$ cat config.mk
export PLATFORM = sky130hd
export DESIGN_NAME = i2c_slave_core
export DESIGN_NICKNAME = d
export VERILOG_FILES = /design/src/design/i2cs_pkg.sv /design/src/design/i2c_slave_core.sv /design/src/design/rx_pair_buffer.sv
export SDC_FILE = /design/constraint.sdc
export NUM_CORES = 1
export LEC_CHECK = 0
export BUFFER_PORTS_ARGS = -buffer_cell sky130_fd_sc_hd__buf_2
export CORE_MARGIN = 4
export CORE_UTILIZATION = 52
export DETAILED_ROUTE_END_ITERATION = 8
export GPL_ROUTABILITY_DRIVEN = 0
export GPL_TIMING_DRIVEN = 0
export PLACE_DENSITY = 0.83
export SETUP_SLACK_MARGIN = 0.1
export SYNTH_ARGS = -nofsm -noshare
export SYNTH_HDL_FRONTEND = slang
export SYNTH_SLANG_ARGS = --single-unit
$ cat constraint.sdc
create_clock -name clk_sys_in -period 3.8 [get_ports clk_sys_in]
set_input_delay 0.76 -clock clk_sys_in [delete_from_list [all_inputs] [get_ports clk_sys_in]]
set_output_delay 0.76 -clock clk_sys_in [all_outputs]
set_load 0.05 [all_outputs]
$ cat src/design/i2cs_pkg.sv
package i2cs_pkg;

  // control word bit positions
  localparam int unsigned CTRL_ENABLE_POS = 15;
  localparam int unsigned CTRL_TEN_BIT_POS = 10;

  // status word bit positions; bits 3:0 are hardware-owned
  localparam int unsigned STAT_RBF_POS = 0;
  localparam int unsigned STAT_TBF_POS = 1;
  localparam int unsigned STAT_RW_POS = 2;
  localparam int unsigned STAT_TEN_POS = 3;
  localparam int unsigned STAT_OVF_POS = 6;

  // first byte of a ten-bit address (0x78-0x7b as 7-bit values)
  localparam logic [4:0] TEN_BIT_HEADER = 5'h1e;
  localparam logic [3:0] BIT_LAST_DATA = 4'h8;
  localparam logic [3:0] BIT_ACK = 4'h9;
  localparam int unsigned RX_DEPTH_DEF = 2;
  localparam logic [7:0] BYTE_RESET = 8'h00;

  typedef enum logic [2:0] {
    ST_IDLE,
    ST_ADDR,
    ST_ADDR2,
    ST_RX,
    ST_TX,
    ST_WAIT
  } slv_state_e;

  typedef struct packed {
    logic valid;
    logic [7:0] data;
  } byte_req_s;

endpackage

$ cat src/design/i2c_slave_core.sv
`timescale 1ns/10ps
module i2c_slave_core #(
  parameter int unsigned RX_DEPTH = i2cs_pkg::RX_DEPTH_DEF
) (
  input wire logic clk_sys_in,
  input wire logic sys_rst_in,
  input wire logic scl_in,
  output logic scl_out,
  output logic scl_oe_out,
  input wire logic sda_in,
  output logic sda_out,
  output logic sda_oe_out,
  input wire logic [15:0] control_reg_in,
  input wire logic [9:0] own_address_reg_in,
  input wire i2cs_pkg::byte_req_s transmit_write_in,
  input wire logic clock_line_release_in,
  input wire logic overflow_clear_in,
  output i2cs_pkg::byte_req_s receive_byte_out,
  input wire logic receive_ready_in,
  output logic [15:0] status_reg_out,
  output logic slave_event_flag_out
);
  import i2cs_pkg::*;

  typedef struct packed {
    logic [2:0] scl_sy;
    logic [2:0] sda_sy;
    slv_state_e st;
    slv_state_e after;
    logic [3:0] cnt;
    logic [7:0] receive_shift_reg;
    logic [7:0] tx_shift;
    logic [7:0] transmit_byte_reg;
    logic tx_full;
    logic hold;
    logic sda_drv;
    logic ack;
    logic rw;
    logic evt_pend;
    logic evt;
    logic receive_overflow_flag;
    logic ten_bit_match_flag;
  } core_s;

  core_s r;
  core_s n;
  logic module_enable_bit;
  logic ten_bit_address_select;
  logic scl_rise;
  logic scl_fall;
  logic start_seen;
  logic stop_seen;
  logic live;
  logic busy;
  logic push;
  logic rx_in_ready;
  logic rx_out_valid;
  logic [7:0] rx_out_data;
  logic hdr_hit;
  logic hit7;
  logic hit8;

  assign module_enable_bit = control_reg_in[CTRL_ENABLE_POS];
  assign ten_bit_address_select = control_reg_in[CTRL_TEN_BIT_POS];

  // only stages 1 and 2 of each synchroniser feed logic
  assign scl_rise = r.scl_sy[1] & ~r.scl_sy[2];
  assign scl_fall = ~r.scl_sy[1] & r.scl_sy[2];
  assign start_seen = r.scl_sy[1] & r.scl_sy[2] & ~r.sda_sy[1] & r.sda_sy[2];
  assign stop_seen = r.scl_sy[1] & r.scl_sy[2] & r.sda_sy[1] & ~r.sda_sy[2];
  assign busy = (r.st != ST_IDLE) && (r.st != ST_WAIT);
  assign live = module_enable_bit & ~start_seen & ~stop_seen & ~r.hold;

  assign hit7 = (r.receive_shift_reg[7:1] == own_address_reg_in[6:0]);
  assign hdr_hit = (r.receive_shift_reg[7:3] == TEN_BIT_HEADER) &&
                   (r.receive_shift_reg[2:1] == own_address_reg_in[9:8]);
  assign hit8 = (r.receive_shift_reg == own_address_reg_in[7:0]);

  rx_pair_buffer #(
    .W(8),
    .DEPTH(RX_DEPTH)
  ) u_rx_buf (
    .clk_sys_in(clk_sys_in),
    .sys_rst_in(sys_rst_in),
    .in_valid_in(push),
    .in_ready_out(rx_in_ready),
    .in_data_in(r.receive_shift_reg),
    .out_valid_out(rx_out_valid),
    .out_ready_in(receive_ready_in),
    .out_data_out(rx_out_data)
  );

  always_comb begin
    n = r;
    push = 1'b0;
    n.scl_sy = {r.scl_sy[1:0], scl_in};
    n.sda_sy = {r.sda_sy[1:0], sda_in};
    n.evt = 1'b0;
    if (overflow_clear_in) begin
      n.receive_overflow_flag = 1'b0;
    end
    if (!module_enable_bit || stop_seen) begin
      n.st = ST_IDLE;
      n.cnt = '0;
      n.sda_drv = 1'b0;
      n.hold = 1'b0;
    end else if (start_seen) begin
      n.st = ST_ADDR;
      n.cnt = '0;
      n.sda_drv = 1'b0;
      n.hold = 1'b0;
    end else if (busy && r.hold) begin
      if (clock_line_release_in) begin
        // the clock is still low here, so the first bit settles early
        n.hold = 1'b0;
        n.tx_shift = r.transmit_byte_reg;
        n.sda_drv = ~r.transmit_byte_reg[7];
        n.tx_full = 1'b0;
      end
    end else if (busy && scl_rise) begin
      n.cnt = r.cnt + 1'b1;
      if (r.cnt < BIT_LAST_DATA) begin
        n.receive_shift_reg = {r.receive_shift_reg[6:0], r.sda_sy[1]};
      end else if (r.st == ST_TX) begin
        n.ack = ~r.sda_sy[1];
      end
    end else if (busy && scl_fall) begin
      if (r.cnt == BIT_LAST_DATA) begin
        n.evt_pend = 1'b0;
        n.ack = 1'b0;
        n.after = ST_WAIT;
        unique case (r.st)
          ST_ADDR: begin
            n.rw = r.receive_shift_reg[0];
            if (!ten_bit_address_select) begin
              n.ack = hit7;
              n.evt_pend = hit7;
              if (hit7) begin
                n.after = r.receive_shift_reg[0] ? ST_TX : ST_RX;
              end
            end else if (hdr_hit && !r.receive_shift_reg[0]) begin
              n.ack = 1'b1;
              n.evt_pend = 1'b1;
              n.ten_bit_match_flag = 1'b0;
              n.after = ST_ADDR2;
            end else if (hdr_hit && r.ten_bit_match_flag) begin
              n.ack = 1'b1;
              n.evt_pend = 1'b1;
              n.after = ST_TX;
            end else begin
              n.ten_bit_match_flag = 1'b0;
            end
          end
          ST_ADDR2: begin
            n.ack = hit8;
            n.evt_pend = hit8;
            n.ten_bit_match_flag = hit8;
            n.after = hit8 ? ST_RX : ST_WAIT;
          end
          ST_RX: begin
            // buffer full means no room: byte dropped, overflow flagged
            push = rx_in_ready;
            n.ack = rx_in_ready & ~r.receive_overflow_flag;
            if (!rx_in_ready) begin
              n.receive_overflow_flag = 1'b1;
            end
            n.evt_pend = 1'b1;
            n.after = ST_RX;
          end
          ST_TX: begin
            n.ack = r.ack;
            n.evt_pend = 1'b1;
            n.after = ST_TX;
          end
          default: begin
            n.after = ST_WAIT;
          end
        endcase
        n.sda_drv = (r.st == ST_TX) ? 1'b0 : n.ack;
      end else if (r.cnt == BIT_ACK) begin
        n.cnt = '0;
        n.sda_drv = 1'b0;
        n.evt = r.evt_pend;
        n.evt_pend = 1'b0;
        n.st = r.after;
        if (r.st == ST_TX && !r.ack) begin
          n.st = ST_WAIT;
        end
        if (n.st == ST_TX) begin
          if (r.tx_full) begin
            n.tx_shift = r.transmit_byte_reg;
            n.sda_drv = ~r.transmit_byte_reg[7];
            n.tx_full = 1'b0;
          end else begin
            n.hold = 1'b1;
          end
        end
      end else if (r.st == ST_TX) begin
        n.tx_shift = {r.tx_shift[6:0], 1'b1};
        n.sda_drv = ~r.tx_shift[6];
      end
    end
    // a single holding stage; a fresh write outranks the load above
    if (transmit_write_in.valid) begin
      n.transmit_byte_reg = transmit_write_in.data;
      n.tx_full = 1'b1;
    end
  end

  always_ff @(posedge clk_sys_in) begin
    if (sys_rst_in) begin
      r <= '{scl_sy: 3'h7, sda_sy: 3'h7, st: ST_IDLE, after: ST_IDLE,
             cnt: 4'h0, receive_shift_reg: BYTE_RESET,
             tx_shift: BYTE_RESET, transmit_byte_reg: BYTE_RESET,
             default: 1'b0};
    end else begin
      r <= n;
    end
  end

  assign scl_out = 1'b0;
  assign sda_out = 1'b0;
  assign scl_oe_out = r.hold;
  assign sda_oe_out = r.sda_drv;
  assign slave_event_flag_out = r.evt;
  assign receive_byte_out = '{valid: rx_out_valid, data: rx_out_data};

  always_comb begin
    status_reg_out = '0;
    status_reg_out[STAT_RBF_POS] = ~rx_in_ready;
    status_reg_out[STAT_TBF_POS] = r.tx_full;
    status_reg_out[STAT_RW_POS] = r.rw;
    status_reg_out[STAT_TEN_POS] = r.ten_bit_match_flag;
    status_reg_out[STAT_OVF_POS] = r.receive_overflow_flag;
  end
endmodule

$ cat src/design/rx_pair_buffer.sv
`timescale 1ns/10ps
module rx_pair_buffer #(
  parameter int unsigned W = 8,
  parameter int unsigned DEPTH = 2
) (
  input wire logic clk_sys_in,
  input wire logic sys_rst_in,
  input wire logic in_valid_in,
  output logic in_ready_out,
  input wire logic [W-1:0] in_data_in,
  output logic out_valid_out,
  input wire logic out_ready_in,
  output logic [W-1:0] out_data_out
);
  localparam int unsigned AW = (DEPTH > 1) ? $clog2(DEPTH) : 1;
  localparam logic [AW-1:0] LAST = AW'(DEPTH - 1);
  localparam logic [AW:0] FULL = (AW + 1)'(DEPTH);

  typedef struct packed {
    logic [DEPTH-1:0][W-1:0] mem;
    logic [AW-1:0] wp;
    logic [AW-1:0] rp;
    logic [AW:0] cnt;
  } buf_s;

  buf_s r;
  buf_s n;
  logic push;
  logic pop;

  assign in_ready_out = (r.cnt != FULL);
  assign out_valid_out = (r.cnt != '0);
  assign out_data_out = r.mem[r.rp];
  assign push = in_valid_in & in_ready_out;
  assign pop = out_valid_out & out_ready_in;

  always_comb begin
    n = r;
    if (push) begin
      n.mem[r.wp] = in_data_in;
      n.wp = (r.wp == LAST) ? '0 : r.wp + 1'b1;
    end
    if (pop) begin
      n.rp = (r.rp == LAST) ? '0 : r.rp + 1'b1;
    end
    if (push && !pop) begin
      n.cnt = r.cnt + 1'b1;
    end else if (pop && !push) begin
      n.cnt = r.cnt - 1'b1;
    end
  end

  always_ff @(posedge clk_sys_in) begin
    if (sys_rst_in) begin
      r <= '0;
    end else begin
      r <= n;
    end
  end
endmodule

==> metrics.md <==
| Metric | Value |
|---|---|
| Post-CTS Setup Bufs | `0` |
| Overall via count from detail_route | `3184` |
| Total number of yosys warnings | `0` |
| CTS sink cnt | `68` |
| Worst supply voltage drop on vdd | `0.316 mV` |
| CTS root buf | `clkbuf_8` |
| Area fraction of the dominant cell type after synthesis | `37.1%` |
| Status | `finished, final reports clean` |
| Die Area | `~0.0085 sq mm` |
| Worst setup EP type | `flop` |
| Transition time of the tightest slew-check pin | `0.885 ns` |
| WP data required | `4.06 ns` |
| Area grow syn2layout | `16.4%` |
| Worst-case headroom to the max-slew limit | `40.9%` |
| CP endpoint | `r[40]` |
| Start point of the critical path | `r[33]` |
| Post-route cell area | `0.00427 sq mm` |
| Setup_tns | `0 ns` |
| Count of final setup violators | `0` |
| Final critical-path share of the clock period | `64.9%` |
| Count of state elements after synthesis | `68` |
| Total number of H-tree levels | `3` |
| CP Launch Type | `flop` |
| First-pass GRT wire length | `14100 um` |
| DRT Wirelength | `8610 um` |
| Die width | `roughly 90 um` |
| Overall Power | `1510 uW` |
| Fin crit period | `2.47 ns` |
| R2R Path Start | `r[33]` |
| Top_reg_cell synth | `dfxtp_1` |
| TritonCTS clock tree | `yes` |
| Count of placed standard cells including taps | `around 560` |
| Worst hold margin | `0.419 ns` |
| Average wire per cell in the routed design | `roughly 15 um` |
| Most frequent cell after synthesis | `dfxtp_1` |
| Ranking of synthesized cells by area | `dfxtp_1 37%, mux2i_1 11%, buf_4 4.1%, nand2_1 4.1%, nor2_1 3.4%` |
| Clock-pin transition on the worst setup and hold timing paths | `around 0.080 ns` |
| Height of the chip | `92.0 um` |
| Count of nets after finishing | `roughly 520` |
| Fraction of met2 tracks used by global routing | `between 30 and 40%` |
| CTS-repair resized insts | `0` |
| Count of final hold-check violations | `0` |
| Pwr per Cell Area | `354 mW/mm^2` |
| Initial core utilization | `a little over half` |
| Drt first pass iters | `5` |
| Number of non-filler instances in the completed layout | `about 570` |
| Endpoint of the worst register-to-register path | `r[40]` |
| Pins Over Slew Limit | `0` |
| Number of buffers inserted for hold repair after clock tree synthesis | `0` |
| Leak | `0.00180 uW` |
| Depth of the worst register-to-register path | `7` |
| Global-route congestion overflow total | `0` |
| Syn Std Cell Area | `about 0.0037 sq mm` |
| Via count of the first global-routing pass | `roughly 3000` |
| Fraction of final layout cells with drive strength greater than 1 | `23.4%` |
| Maximum clock frequency | `406 MHz` |
| Antenna violations before repair | `0` |
| Boundary pin count | `72` |
| Average via count per standard cell | `roughly 5.5` |
| Met1 demand-to-capacity share in global routing | `25.9%` |
| Post-synthesis average cell area | `8.98 sq um` |
| Final routed DRC violation total | `0` |
| Gr usage total | `20.6%` |
| Routing layer with the top usage in global route | `met2` |
| Number of enable-type register cells in the synthesized netlist | `0` |
| Post-synth top area cell | `dfxtp_1` |
| Distinct cells, synth | `64` |
| Most numerous cell types in the synthesized netlist | `68 x dfxtp_1, 41 x mux2i_1, 40 x nand2_1` |
| Met3 GRT Util | `5.50%` |
| Setup repair after global routing missed its margin | `false` |
| Clock skew after layout | `0.00619 ns` |
| Post-Place Cell Area | `0.00404 sq mm` |
| Antenna viol nets, final | `0` |
| Fraction of synthesis flops using an asynchronous set or reset pin | `0%` |
| Startpoint of the worst hold path | `n[44]` |
| Maximum number of pins on one net before global-route repair | `13` |
| Sequential cell area fraction in the yosys report | `around 37%` |
| Kind of path behind the tightest hold check | `flop to flop` |
| Ant. Diodes | `0` |
| Gate Count Post-Synth | `408` |
| Critical path class | `flop to flop` |
| Number of buffers created by CTS | `9` |
| Maximum fanout along the worst path | `6` |
| Number of port buffers | `42` |
| Standard-cell row count | `30` |
| First DRT Iteration DRCs | `201` |
| Clock Path Buffers | `2` |
| R2R setup slack | `1.33 ns` |
| Dpl hpwl | `6420 um` |
| Core ar. | `between 0.006 and 0.007 sq mm` |
| Signal arrival time at the worst endpoint | `2.73 ns` |
| Number of violations of the max-capacitance limit | `0` |
| Clock insertion delay at the later pin of the skew report | `around 0.35 ns` |
## per-layer routing
metal  share of wire, %  vias up
met5                  0        -
met2                 48      142
met3                8.1       16
met4                1.7        0
li1                   -     1549
met1                 42     1477
## logic make-up after synthesis
family                   after synthesis  share of synthesized area, %
buffers and inverters                 51                          7.72
AND/OR/NAND/NOR                      139                          20.1
multiplexers                          50                          14.0
XOR/XNOR                              27                          6.66
other                                  1                         0.102
flip-flops                            68                          37.1
AO/OA/AOI/OAI                         68                          12.9
adder cells (fa/ha/maj)                4                          1.37
## layout by cell type (no fill, tap or decap), types with 11 or more instances in the layout
master    instances
dfxtp_1          68
xnor2_1          13
nor2_1           33
buf_2            49
conb_1           13
a21oi_1          17
buf_4            20
nand2_1          40
o21ai_0          11
mux2i_1          41
clkbuf_1         12
xor2_1           13
## worst max-delay path, cell delays in order, from the launching register on
cell	delay (ns)
dfxtp_1	0.43
inv_1	0.07
ha_1	0.28
nor4bb_1	0.53
o2111ai_1	0.40
mux2i_1	0.30
o21ai_0	0.12
a211oi_1	0.26
## per-stage QoR
stage               util (%)  worst slack (ns)
floorplan                  -              1.44
global placement        59.1              1.37
detailed placement      59.1              1.28
CTS                     62.4              1.34
global route            62.4              1.18
finish                  62.4              1.33
## flip-flops by register name (all words and copies together), names as in the netlist
signal / flops
r: 37
u_rx_buf.r: 20
n: 4
status_reg_out: 4
scl_oe_out: 1
sda_oe_out: 1
slave_event_flag_out: 1
## worst min path at each step
stage	to	cells past startpoint
2_1_floorplan	n[45]	1
3_3_place_gp	n[45]	1
3_5_place_dp	n[45]	1
4_1_cts	n[45]	1
5_1_grt	n[45]	1
6_report	n[45]	1
## report_power, final
group	switching, uW	total [uW]	internal [uW]
Sequential	6.66	727	721
Combinational	76.9	117	40.4
Clock	280	665	386
## layout make-up
type	count	area, sq um
Timing Repair Buffer	42	210
Inverter	11	41.3
Tap cell	96	120
Buffer	40	241
Clock inverter	6	87.6
Sequential cell	68	1360
Multi-Input combinational cell	301	2070
Fill cell	585	2570
Clock buffer	10	138
Power figures use the tool's default switching activity.
